===== config.mk =====
export PLATFORM = sky130hd
export DESIGN_NAME = lsd_setup_decoder
export DESIGN_NICKNAME = d
export VERILOG_FILES = /design/src/hdl/lsd_pkg.sv /design/src/hdl/lsd_host_strobe.sv /design/src/hdl/lsd_reg_bank.sv /design/src/hdl/lsd_setup_decoder.sv
export SDC_FILE = /design/constraint.sdc
export NUM_CORES = 1
export LEC_CHECK = 0
export ABC_AREA = 1
export CORE_AREA = 2 2 116 118
export DETAILED_ROUTE_END_ITERATION = 6
export DIE_AREA = 0 0 118 120
export DONT_BUFFER_PORTS = 1
export GPL_TIMING_DRIVEN = 1
export PLACE_DENSITY = 0.69
export SYNTH_ARGS = -nofsm -noshare
export SYNTH_HDL_FRONTEND = slang
export SYNTH_SLANG_ARGS = --single-unit

===== constraint.sdc =====
create_clock -name i_ref_clk -period 1.8 [get_ports i_ref_clk]
set_clock_uncertainty 0.2 [all_clocks]
set_input_delay 0.27 -clock i_ref_clk [delete_from_list [all_inputs] [get_ports i_ref_clk]]
set_output_delay 0.27 -clock i_ref_clk [all_outputs]
set_load 0.03 [all_outputs]

===== src/hdl/lsd_pkg.sv =====
// constants, carrier types and decode functions for the lcd setup decoder
// assumes host bytes arrive already synchronous to i_ref_clk
package lsd_pkg;
  localparam logic [7:0] CMD_SYSTEM_SET = 8'h40;
  localparam logic [7:0] CMD_SCROLL = 8'h44;
  localparam logic [7:0] CMD_PIXEL_SHIFT = 8'h5A;
  localparam logic [7:0] CMD_LAYER_COMBINE = 8'h5B;
  localparam logic [7:0] CMD_MEMORY_WRITE = 8'h42;
  localparam logic [4:0] OFS_SYSTEM_MODE_FLAGS = 5'h00;
  localparam logic [4:0] OFS_CHAR_WIDTH_AND_DRIVE = 5'h01;
  localparam logic [4:0] OFS_CHAR_HEIGHT = 5'h02;
  localparam logic [4:0] OFS_ADDRESSES_PER_LINE = 5'h03;
  localparam logic [4:0] OFS_TOTAL_LINE_SPAN = 5'h04;
  localparam logic [4:0] OFS_LINES_PER_FRAME = 5'h05;
  localparam logic [4:0] OFS_VIRTUAL_WIDTH_LOW = 5'h06;
  localparam logic [4:0] OFS_VIRTUAL_WIDTH_HIGH = 5'h07;
  localparam logic [4:0] OFS_BLOCK1_START_LOW = 5'h0B;
  localparam logic [4:0] OFS_BLOCK1_START_HIGH = 5'h0C;
  localparam logic [4:0] OFS_BLOCK1_LINE_COUNT = 5'h0D;
  localparam logic [4:0] OFS_BLOCK2_START_LOW = 5'h0E;
  localparam logic [4:0] OFS_BLOCK2_START_HIGH = 5'h0F;
  localparam logic [4:0] OFS_BLOCK2_LINE_COUNT = 5'h10;
  localparam logic [4:0] OFS_BLOCK3_START_LOW = 5'h11;
  localparam logic [4:0] OFS_BLOCK3_START_HIGH = 5'h12;
  localparam logic [4:0] OFS_BLOCK4_START_LOW = 5'h13;
  localparam logic [4:0] OFS_BLOCK4_START_HIGH = 5'h14;
  localparam logic [4:0] OFS_LAYER_OVERLAY_CONTROL = 5'h18;
  localparam logic [4:0] OFS_HORIZONTAL_PIXEL_SHIFT = 5'h1B;
  localparam int REG_DEPTH = 32;
  localparam logic [7:0] REG_RESET = 8'h00;
  localparam int BIT_CHAR_SOURCE = 0;
  localparam int BIT_CHAR_HEIGHT = 2;
  localparam int BIT_PANEL_DRIVE = 3;
  localparam int BIT_TOP_LINE = 5;
  localparam int BIT_AC_DRIVE = 7;
  localparam logic [7:0] PIXEL_SHIFT_MASK = 8'h07;
  localparam logic [3:0] SYSTEM_PARAMS = 4'h8;
  localparam logic [3:0] SCROLL_PARAMS = 4'hA;
  localparam logic [3:0] SINGLE_PARAMS = 4'h1;
  localparam logic [3:0] IDX_MAX = 4'hF;

  typedef enum logic [2:0] {
    LSD_IDLE, LSD_SYSTEM, LSD_SCROLL, LSD_PIXEL, LSD_OVERLAY, LSD_MEMWRITE
  } lsd_cmd_type;
  typedef struct packed {logic valid; logic is_cmd; logic [7:0] data;} lsd_bus_wr_type;
  typedef struct packed {logic en; logic [4:0] addr; logic [7:0] data;} lsd_reg_wr_type;
  typedef struct packed {logic hit; logic [4:0] addr;} lsd_slot_type;
  typedef struct packed {
    lsd_cmd_type cmd;
    logic [3:0] idx;
    lsd_reg_wr_type wr;
    logic mem_valid;
    logic [7:0] mem_data;
  } lsd_dec_state_type;
  typedef struct packed {
    logic char_source_select;
    logic char_height_select;
    logic panel_drive_select;
    logic top_line_compensation;
    logic [3:0] char_width_field;
    logic ac_drive_select;
    logic [3:0] char_height_field;
    logic [7:0] addresses_per_line;
    logic [7:0] total_line_span;
    logic [7:0] lines_per_frame;
    logic [15:0] virtual_width;
    logic [15:0] block1_start;
    logic [7:0] block1_line_count;
    logic [15:0] block2_start;
    logic [7:0] block2_line_count;
    logic [15:0] block3_start;
    logic [15:0] block4_start;
    logic [1:0] layer_combine_method;
    logic [1:0] block_text_graphics_select;
    logic [2:0] pixel_shift;
  } lsd_cfg_type;

  function automatic lsd_cmd_type lsd_decode_cmd(input logic [7:0] code);
    case (code)
      CMD_SYSTEM_SET: lsd_decode_cmd = LSD_SYSTEM;
      CMD_SCROLL: lsd_decode_cmd = LSD_SCROLL;
      CMD_PIXEL_SHIFT: lsd_decode_cmd = LSD_PIXEL;
      CMD_LAYER_COMBINE: lsd_decode_cmd = LSD_OVERLAY;
      CMD_MEMORY_WRITE: lsd_decode_cmd = LSD_MEMWRITE;
      default: lsd_decode_cmd = LSD_IDLE;
    endcase
  endfunction

  // register slot of parameter idx of a command; surplus parameters miss
  function automatic lsd_slot_type lsd_param_slot(input lsd_cmd_type cmd,
                                                  input logic [3:0] idx);
    lsd_param_slot = '0;
    case (cmd)
      LSD_SYSTEM: lsd_param_slot = '{idx < SYSTEM_PARAMS,
                                     5'(OFS_SYSTEM_MODE_FLAGS + {1'b0, idx})};
      LSD_SCROLL: lsd_param_slot = '{idx < SCROLL_PARAMS,
                                     5'(OFS_BLOCK1_START_LOW + {1'b0, idx})};
      LSD_PIXEL: lsd_param_slot = '{idx < SINGLE_PARAMS, OFS_HORIZONTAL_PIXEL_SHIFT};
      LSD_OVERLAY: lsd_param_slot = '{idx < SINGLE_PARAMS, OFS_LAYER_OVERLAY_CONTROL};
      default: lsd_param_slot = '0;
    endcase
  endfunction
endpackage


===== src/hdl/lsd_host_strobe.sv =====
// host write strobe capture: one pulse per write strobe taken with chip select low
// assumes cs, wr and select are synchronous to i_ref_clk
`timescale 1ns/1ps
module lsd_host_strobe import lsd_pkg::*; (
  input wire logic i_ref_clk,
  input wire logic i_reset_n,
  input wire logic i_cs_n,
  input wire logic i_wr_n,
  input wire logic i_command_parameter_select,
  input wire logic [7:0] i_data,
  output lsd_bus_wr_type o_wr
);
  typedef struct packed {logic wr_n_prev; lsd_bus_wr_type wr;} lsd_strobe_state_type;
  lsd_strobe_state_type st_q;
  lsd_strobe_state_type st_d;

  // take on the falling strobe edge so a long strobe counts once
  always_comb begin
    st_d = st_q;
    st_d.wr_n_prev = i_wr_n;
    st_d.wr.valid = st_q.wr_n_prev && !i_wr_n && !i_cs_n;
    if (st_d.wr.valid) begin
      st_d.wr.is_cmd = i_command_parameter_select;
      st_d.wr.data = i_data;
    end
  end

  always_ff @(posedge i_ref_clk or negedge i_reset_n) begin
    if (!i_reset_n) begin
      st_q <= '{wr_n_prev: 1'b1, wr: '0};
    end else begin
      st_q <= st_d;
    end
  end

  assign o_wr = st_q.wr;
endmodule


===== src/hdl/lsd_reg_bank.sv =====
// configuration register array written one byte at a time
// assumes at most one write per clock from the decoder
`timescale 1ns/1ps
module lsd_reg_bank import lsd_pkg::*; #(
  parameter int DEPTH = REG_DEPTH
) (
  input wire logic i_ref_clk,
  input wire logic i_reset_n,
  input lsd_reg_wr_type i_wr,
  output logic [DEPTH-1:0][7:0] o_regs
);
  if (DEPTH < 28 || DEPTH > 32) begin : g_bad_depth
    $error("register depth must cover offsets up to 1Bh within 5 address bits");
  end

  typedef struct packed {logic [DEPTH-1:0][7:0] regs;} lsd_bank_state_type;
  lsd_bank_state_type st_q;
  lsd_bank_state_type st_d;

  always_comb begin
    st_d = st_q;
    if (i_wr.en) begin
      st_d.regs[i_wr.addr] = i_wr.data;
    end
  end

  always_ff @(posedge i_ref_clk or negedge i_reset_n) begin
    if (!i_reset_n) begin
      st_q <= '{regs: {DEPTH{REG_RESET}}};
    end else begin
      st_q <= st_d;
    end
  end

  assign o_regs = st_q.regs;
endmodule


===== src/hdl/lsd_setup_decoder.sv =====
// command and parameter decoder loading the display setup registers
// assumes host pins synchronous to i_ref_clk; display engine reads o_cfg
`timescale 1ns/1ps
module lsd_setup_decoder import lsd_pkg::*; (
  input wire logic i_ref_clk,
  input wire logic i_reset_n,
  input wire logic i_cs_n,
  input wire logic i_wr_n,
  input wire logic i_command_parameter_select,
  input wire logic [7:0] i_data,
  output lsd_cfg_type o_cfg,
  output lsd_cmd_type o_active_command,
  output logic o_mem_data_valid,
  output logic [7:0] o_mem_data
);
  ////////////////////////////////////////////////////////////////////////////
  lsd_bus_wr_type bus_wr;
  lsd_dec_state_type st_q;
  lsd_dec_state_type st_d;
  lsd_slot_type slot;
  logic [REG_DEPTH-1:0][7:0] regs;

  lsd_host_strobe u_strobe (
    .i_ref_clk(i_ref_clk),
    .i_reset_n(i_reset_n),
    .i_cs_n(i_cs_n),
    .i_wr_n(i_wr_n),
    .i_command_parameter_select(i_command_parameter_select),
    .i_data(i_data),
    .o_wr(bus_wr)
  );

  lsd_reg_bank #(
    .DEPTH(REG_DEPTH)
  ) u_bank (
    .i_ref_clk(i_ref_clk),
    .i_reset_n(i_reset_n),
    .i_wr(st_q.wr),
    .o_regs(regs)
  );

  ////////////////////////////////////////////////////////////////////////////
  always_comb begin
    st_d = st_q;
    st_d.wr = '0;
    st_d.mem_valid = 1'b0;
    slot = lsd_param_slot(st_q.cmd, st_q.idx);
    if (bus_wr.valid && bus_wr.is_cmd) begin
      st_d.cmd = lsd_decode_cmd(bus_wr.data);
      st_d.idx = 4'h0;
    end else if (bus_wr.valid) begin
      // saturate so a long surplus list never wraps onto slot 0
      if (st_q.idx != IDX_MAX) begin
        st_d.idx = 4'(st_q.idx + 4'h1);
      end
      case (st_q.cmd)
        LSD_MEMWRITE: begin
          // display data goes on to the memory port, not the registers
          st_d.mem_valid = 1'b1;
          st_d.mem_data = bus_wr.data;
        end
        LSD_SYSTEM, LSD_SCROLL, LSD_OVERLAY: begin
          st_d.wr.en = slot.hit;
          st_d.wr.addr = slot.addr;
          st_d.wr.data = bus_wr.data;
        end
        LSD_PIXEL: begin
          st_d.wr.en = slot.hit;
          st_d.wr.addr = slot.addr;
          st_d.wr.data = bus_wr.data & PIXEL_SHIFT_MASK;
        end
        default: begin
          st_d.wr = '0;
        end
      endcase
    end
  end

  always_ff @(posedge i_ref_clk or negedge i_reset_n) begin
    if (!i_reset_n) begin
      st_q <= '{cmd: LSD_IDLE, idx: 4'h0, wr: '0, mem_valid: 1'b0, mem_data: 8'h00};
    end else begin
      st_q <= st_d;
    end
  end

  ////////////////////////////////////////////////////////////////////////////
  // field view of the register array
  always_comb begin
    o_cfg = '0;
    o_cfg.char_source_select = regs[OFS_SYSTEM_MODE_FLAGS][BIT_CHAR_SOURCE];
    o_cfg.char_height_select = regs[OFS_SYSTEM_MODE_FLAGS][BIT_CHAR_HEIGHT];
    o_cfg.panel_drive_select = regs[OFS_SYSTEM_MODE_FLAGS][BIT_PANEL_DRIVE];
    o_cfg.top_line_compensation = regs[OFS_SYSTEM_MODE_FLAGS][BIT_TOP_LINE];
    o_cfg.char_width_field = regs[OFS_CHAR_WIDTH_AND_DRIVE][3:0];
    o_cfg.ac_drive_select = regs[OFS_CHAR_WIDTH_AND_DRIVE][BIT_AC_DRIVE];
    o_cfg.char_height_field = regs[OFS_CHAR_HEIGHT][3:0];
    o_cfg.addresses_per_line = regs[OFS_ADDRESSES_PER_LINE];
    o_cfg.total_line_span = regs[OFS_TOTAL_LINE_SPAN];
    o_cfg.lines_per_frame = regs[OFS_LINES_PER_FRAME];
    o_cfg.virtual_width = {regs[OFS_VIRTUAL_WIDTH_HIGH],
                           regs[OFS_VIRTUAL_WIDTH_LOW]};
    o_cfg.block1_start = {regs[OFS_BLOCK1_START_HIGH],
                          regs[OFS_BLOCK1_START_LOW]};
    o_cfg.block1_line_count = regs[OFS_BLOCK1_LINE_COUNT];
    o_cfg.block2_start = {regs[OFS_BLOCK2_START_HIGH],
                          regs[OFS_BLOCK2_START_LOW]};
    o_cfg.block2_line_count = regs[OFS_BLOCK2_LINE_COUNT];
    o_cfg.block3_start = {regs[OFS_BLOCK3_START_HIGH],
                          regs[OFS_BLOCK3_START_LOW]};
    o_cfg.block4_start = {regs[OFS_BLOCK4_START_HIGH],
                          regs[OFS_BLOCK4_START_LOW]};
    o_cfg.layer_combine_method = regs[OFS_LAYER_OVERLAY_CONTROL][1:0];
    o_cfg.block_text_graphics_select = regs[OFS_LAYER_OVERLAY_CONTROL][3:2];
    o_cfg.pixel_shift = regs[OFS_HORIZONTAL_PIXEL_SHIFT][2:0];
  end

  assign o_active_command = st_q.cmd;
  assign o_mem_data_valid = st_q.mem_valid;
  assign o_mem_data = st_q.mem_data;

  logic ev_par;
  logic ev_sys;
  logic ev_scr;
  logic [7:0] par_byte;
  assign ev_par = bus_wr.valid && !bus_wr.is_cmd;
  assign ev_sys = ev_par && st_q.cmd == LSD_SYSTEM;
  assign ev_scr = ev_par && st_q.cmd == LSD_SCROLL;
  assign par_byte = bus_wr.data;
endmodule


# Yosys cells after proc, flatten, opt, wreduce, memory -nomap -nowiden

Cells that the tools add are included.

Muxes and demuxes: 11
Add/subtract/negate cells: 2
Magnitude comparators: 5
Shift-type cells: 0
Div/mod/pow operators: 0
Reductions and logical operators: 11
Equal/unequal tests: 11
Multipliers: 0
Bitwise operators: 1

Operator list:

| operator                                                                             | number |
|---|---|
| 256-bit bitwise mux                                                                  | 1 |
| 8-bit demux with 5-bit select                                                        | 1 |
| 8-bit by 7-bit equality test with 1-bit output (second input constant)               | 5 |
| 14-bit case mux with 2 select lines                                                  | 1 |
| 27-bit 2-to-1 mux                                                                    | 1 |
| 6-bit case mux with 4 select lines                                                   | 1 |
| 23-bit 2-to-1 mux                                                                    | 1 |
| 3-bit case mux with 5 select lines                                                   | 1 |
| 9-bit 2-to-1 mux                                                                     | 1 |
| 4-bit less-than comparator (second input constant)                                   | 2 |
| 4-bit 2-to-1 mux                                                                     | 2 |
| 8-bit 2-to-1 mux                                                                     | 1 |
| 3-bit by 2-bit equality test with 1-bit output (second input constant)               | 2 |
| 3-bit equality test (second input constant)                                          | 2 |
| 5-bit by 6-bit less-than comparator with 1-bit output (second input constant)        | 1 |
| 4-bit by 4-bit adder with 5-bit output (first input constant)                        | 1 |
| 5-bit by 1-bit greater-or-equal comparator with 1-bit output (second input constant) | 1 |
| 4-bit by 1-bit adder with 4-bit output (second input constant)                       | 1 |
| 1-bit logical AND                                                                    | 4 |
| 4-bit by 1-bit less-than comparator with 1-bit output (second input constant)        | 1 |
| 4-bit != test (second input constant)                                                | 1 |
| 2-bit nonzero test                                                                   | 2 |
| 3-bit by 1-bit equality test with 1-bit output (second input constant)               | 1 |
| 3-bit AND reduction                                                                  | 1 |
| other kinds (4)                                                                      | 5 |

Bits in latches: 0
Input port bits: 13
Word-level logic and storage cells: 84
Memories: 0
Bits in read-only memories: 0
Output and inout bits: 152
Bits in registers: 297
Memory bits (writable): 0

# Longest topological paths before layout

Depth in word-level cells: 5
Mapped depth: 8
Depth with buffers taken out: 7

# Cells and area by module

From an unflattened synthesis, not the netlist that was laid out.

Cell total of the unflattened synthesis: 1415
Area, all modules: 12086.6 µm²

Modules (own cells, without submodules):

| module            | area each (µm²) | cells each | seq. area each (µm²) | times used |
|---|---|---|---|---|
| lsd_reg_bank      | 9968.3          | 1160       | 6406.1               | 1 |
| lsd_setup_decoder | 1602.8          | 202        | 750.7                | 1 |
| lsd_host_strobe   | 515.5           | 53         | 276.5                | 1 |

# Worst setup path before layout

Ideal clock, no wire load.

Path kind: register -> register
Start: register st_q[20] (netlist name)
End: register u_bank.st_q (netlist bit u_bank.o_regs[143])
Path buffers: 1
Setup time: 0.133 ns
Arrival: 1.234 ns
Period minus slack after synthesis: 1.567 ns
Required time: 1.467 ns
Path slack: 0.233 ns
Cell stages (with the launch flop): 8
Cells stage by stage: dfrtp_1 -> inv_1 -> nand2_2 -> nor2_1 -> nand2_1 -> clkbuf_1 -> nand2_1 -> o21ai_0

Longest elaborated chain between the ends: 5
Elaborated cells on any way between the ends: 6
Those cells by class: order compare (2); mux (3); reduce/logical (1)

RTL lines:

| element                                                                                                                                                     | line                    | source |
|---|---|---|
| start: declaration                                                                                                                                          | lsd_setup_decoder.sv:18 | `lsd_dec_state_type st_q;` |
| start signal: assignment                                                                                                                                    | lsd_setup_decoder.sv:81 | `st_q <= '{cmd: LSD_IDLE, idx: 4'h0, wr: '0, mem_valid: 1'b0, mem_data: 8'h00};` |
| start signal: assignment                                                                                                                                    | lsd_setup_decoder.sv:83 | `st_q <= st_d;` |
| 5-bit by 6-bit less-than comparator with 1-bit output (implied by the code) or 5-bit by 1-bit greater-or-equal comparator with 1-bit output (tied branches) | lsd_reg_bank.sv:23      | `st_d.regs[i_wr.addr] = i_wr.data;` |
| 1-bit logical AND (implied by the code)                                                                                                                     | lsd_reg_bank.sv:23      |  |
| 8-bit 2-to-1 mux (implied by the code)                                                                                                                      | lsd_reg_bank.sv:23      |  |
| 8-bit demux with 5-bit select (*)                                                                                                                           | n/a                     |  |
| 256-bit bitwise mux (*)                                                                                                                                     | lsd_reg_bank.sv:23      |  |
| end signal: assignment                                                                                                                                      | lsd_reg_bank.sv:29      | `st_q <= '{regs: {DEPTH{REG_RESET}}};` |
| end signal: assignment                                                                                                                                      | lsd_reg_bank.sv:31      | `st_q <= st_d;` |
| end: declaration                                                                                                                                            | lsd_reg_bank.sv:17      | `lsd_bank_state_type st_q;` |

Mark *: on every way between the ends. The rest lies on a longest branch, timed or not.
A chain may end at the register's enable or synchronous reset.

# Worst setup path in the final report

Start: register st_q[17] (netlist name)
End: register u_bank.st_q (netlist bit u_bank.o_regs[105])

Same word-level chain as after synthesis.

==> impl_metrics.env <==
export IMPL_ant_nets=0
export IMPL_synth_fa_ha_area_share_pct=0.359
export IMPL_pin_count=165
export IMPL_status="finished with violations"
export IMPL_cap_violations=0
export IMPL_postLayoutSetupSlackWorst_ns=0.0343
export IMPL_num_nets_final=767
export IMPL_dieArea_sq_um=14200
export IMPL_cts_tree="built"
export IMPL_synth_top_cell_area_share_pct=64.6
export IMPL_die_w_microns=118
export IMPL_htreeDepth=4
export IMPL_cts_buffers=17
export IMPL_clkTransAtPathRegs_ns=0.06
export IMPL_cpMostUsedCell="nand2_1"
export IMPL_cts_sinks=181
export IMPL_place_congestion=0.894
export IMPL_layout_cells_non_filler=941
export IMPL_post_route_drc_count=0
export IMPL_r2r_start="st_q[17]"
export IMPL_r2r_slack_ns=0.03
export IMPL_reg2reg_depth=5
export IMPL_yosysWarnings=0
export IMPL_diodes=0
export IMPL_final_hold_viol_count=181
export IMPL_max_slew_worst_pin_slew_ns=0.434
export IMPL_drive_above_1_share_pct=9.15
export IMPL_p_leak_nw=3.82
export IMPL_vias_per_cell=5.38
export IMPL_syn2layout_area_growth_pct=14.0
export IMPL_overflow=0
export IMPL_reg2reg_to="u_bank.o_regs[105]"
export IMPL_synth_compound_area_share_pct=11.6
export IMPL_ys_ff_latch=181
export IMPL_crit_path_max_fanout=16
export IMPL_num_vias=5066
export IMPL_drt_iter0_drc=428
export IMPL_max_freq_ghz=0.566
export IMPL_slew_viol_final=0
export IMPL_power_density_nw_per_um2=1120
export IMPL_synth_edf_count=0
export IMPL_grt_pass1_vias=4920
export IMPL_design_core_area_sq_um=13000
export IMPL_async_flop_share_pct=100
export IMPL_synth_nets=753
export IMPL_synth_area_sq_um=6970
export IMPL_crit_path_cell_trace="inv_1, nor3_2, nand2_1, nand2_1, o21ai_0"
export IMPL_grt_first_pass_wirelength_mm=27.1
export IMPL_clk_latency_ns=0.44
export IMPL_grt_start_max_net_pins=182
export IMPL_hold_class="input port to async pin"
export IMPL_clockRootBuffer="clkbuf_16"
export IMPL_synth_cell_types=25
export IMPL_worst_hold_slack_ns=-0.674
export IMPL_fp_row_count=42
export IMPL_end_kind="flop"
export IMPL_wl_mm=17.0
export IMPL_synth_cells=738
export IMPL_start_util_pct=53.7
export IMPL_cp_required_ns=1.90
export IMPL_synth_xor_area_share_pct=0
export IMPL_synthSimpleGateAreaFrac_pct=17.9
export IMPL_violations="hold timing"
export IMPL_post_drt_wl_per_cell_microns=18.1
export IMPL_holdBufCountCts=10
export IMPL_slowest_delay_ns=0.42
export IMPL_synthTopCellsByArea="dfrtp_1, nand2_1, o21ai_0, nor2_1, inv_1"
export IMPL_dr_pass1_iters=5
export IMPL_period_minus_slack_ns=1.77
export IMPL_dp_hpwl_mm=11.3
export IMPL_grt_usage_pct=25.3
export IMPL_syn_avg_cell_area_sq_um=9.45
export IMPL_maxSlewHeadroom_pct=70.9
export IMPL_synth_top_family_by_area="simple AND/OR/NAND/NOR gates"
export IMPL_synthFlopType="dfrtp_1"
export IMPL_timing_final_crit_share_pct=98.1
export IMPL_crit_end="u_bank.o_regs[105]"
export IMPL_worstSetupStartpoint="st_q[17]"
export IMPL_synth_most_common_cell="nand2_1"
export IMPL_cts_buffer_depth=2
export IMPL_synthMuxAreaShare_pct=0
export IMPL_portBuffers=0
export IMPL_grt_antenna_before_repair=0
export IMPL_pre_cts_slack_ns=0.0167
export IMPL_critPathSlowestCell="dfrtp_1"
export IMPL_setup_violations=0
export IMPL_ir_drop_mv=0.593
export IMPL_yosysSeqAreaShare_pct=65.0
export IMPL_synth_commonest_cells="nand2_1, dfrtp_1, o21ai_0, nor2_1, inv_1"
export IMPL_crit_type="flop to flop"
export IMPL_yosysTopAreaCell="dfrtp_1"
export IMPL_post_cts_setup_buffers=0
export IMPL_die_h_microns=120
export IMPL_dp_cells=899
export IMPL_cp_start_kind="flop"
export IMPL_rsz0062_at_grt="true"
export IMPL_cp_arrival_ns=1.87
==> kinds of logic (layout without fill, tap and decap cells) <==
family / after synthesis / in the layout
DFF: 181 / 181
and+or+nand+nor: 311 / 311
adders and majority gates: 2 / 2
AOI/OAI and AO/OA: 161 / 161
buffers and inverters: 83 / 110
==> repair_timing <==
item / in CTS / in global routing
hold endpoints to repair: 191 / 181
pin swaps: 0 / 1
endpoints found under the setup margin: 1 / 86
resized for setup: 0 / 9
==> cell type report <==
cell class,count,area [sq um]
Clock buffer,20,457
Clock inverter,12,200
Fill cell,1131,5030
Inverter,47,176
Multi-Input combinational cell,474,2100
Sequential cell,181,4530
Tap cell,176,220
Timing Repair Buffer,31,258
==> how the worst min path moves through the flow <==
stage | slack (ns) | endpoint | startpoint | cells past startpoint
global route | -0.70 | u_bank.o_regs[144] | i_reset_n | 0
finish | -0.67 | u_bank.o_regs[144] | i_reset_n | 0
global placement | -0.22 | u_bank.o_regs[151] | i_reset_n | 0
CTS | -0.69 | u_bank.o_regs[151] | i_reset_n | 0
floorplan | -0.23 | o_active_command[0] | i_reset_n | 0
detailed placement | -0.22 | u_bank.o_regs[151] | i_reset_n | 0
==> registers in the layout, indices dropped and copies added, names as in the netlist <==
register          count
o_mem_data            8
u_strobe.o_wr        10
u_strobe.st_q         1
u_bank.o_regs       140
o_active_command      3
st_q                 18
o_mem_data_valid      1
==> critical path: cells and delay by family (launching register included) <==
family                 cells  cell delay, ns
AOI/OAI and AO/OA          1            0.09
and+or+nand+nor            3            0.86
DFF                        1            0.42
buffers and inverters      1            0.07
==> metal layers <==
layer  global-route usage [%]  up-vias  wire (microns)
met5                        0        -               0
met4                     10.4        0             384
met3                     7.94       26            1330
met2                     41.5      198            8400
met1                     31.3     2448            6900
li1                         -     2394               -
==> stage by stage <==
| step | area (sq um) | utilization (%) | TNS [ns] | power, W |
|---|---|---|---|---|
| detailed placement | 7170 | 55.2 | 0 | 0.00487 |
| CTS | 7920 | 61.0 | -0.00154 | 0.00896 |
| floorplan | 6970 | - | 0 | 0.00474 |
| global route | 7950 | 61.2 | -5.48 | 0.00923 |
| finish | 7950 | 61.2 | 0 | 0.00890 |
| global placement | 7170 | 55.2 | 0 | 0.00484 |
==> cells in the final DEF, fill, tap and decap left out, types with 2 or more instances in the layout <==
cell type | Yosys | final
a21oi_1 | 20 | 20
buf_4 | 12 | 21
bufinv_16 | 0 | 5
clkbuf_16 | 0 | 17
clkbuf_8 | 0 | 2
clkinv_2 | 0 | 2
clkinvlp_4 | 0 | 3
dfrtp_1 | 180 | 180
dlygate4sd3_1 | 0 | 10
ha_1 | 2 | 2
inv_1 | 45 | 45
nand2_1 | 231 | 223
nand2_2 | 1 | 9
nand3_1 | 19 | 19
nand4_1 | 3 | 3
nor2_1 | 46 | 45
nor2_2 | 1 | 2
nor2_4 | 2 | 2
nor3_1 | 3 | 3
nor3_2 | 3 | 3
o21ai_0 | 138 | 138
==> report_power, final <==
part           switching, W  internal (W)
combinational      0.000340      0.000175
sequential         0.000152       0.00416
clock               0.00153       0.00254
Note: power is estimated with default switching activity, not from simulation.
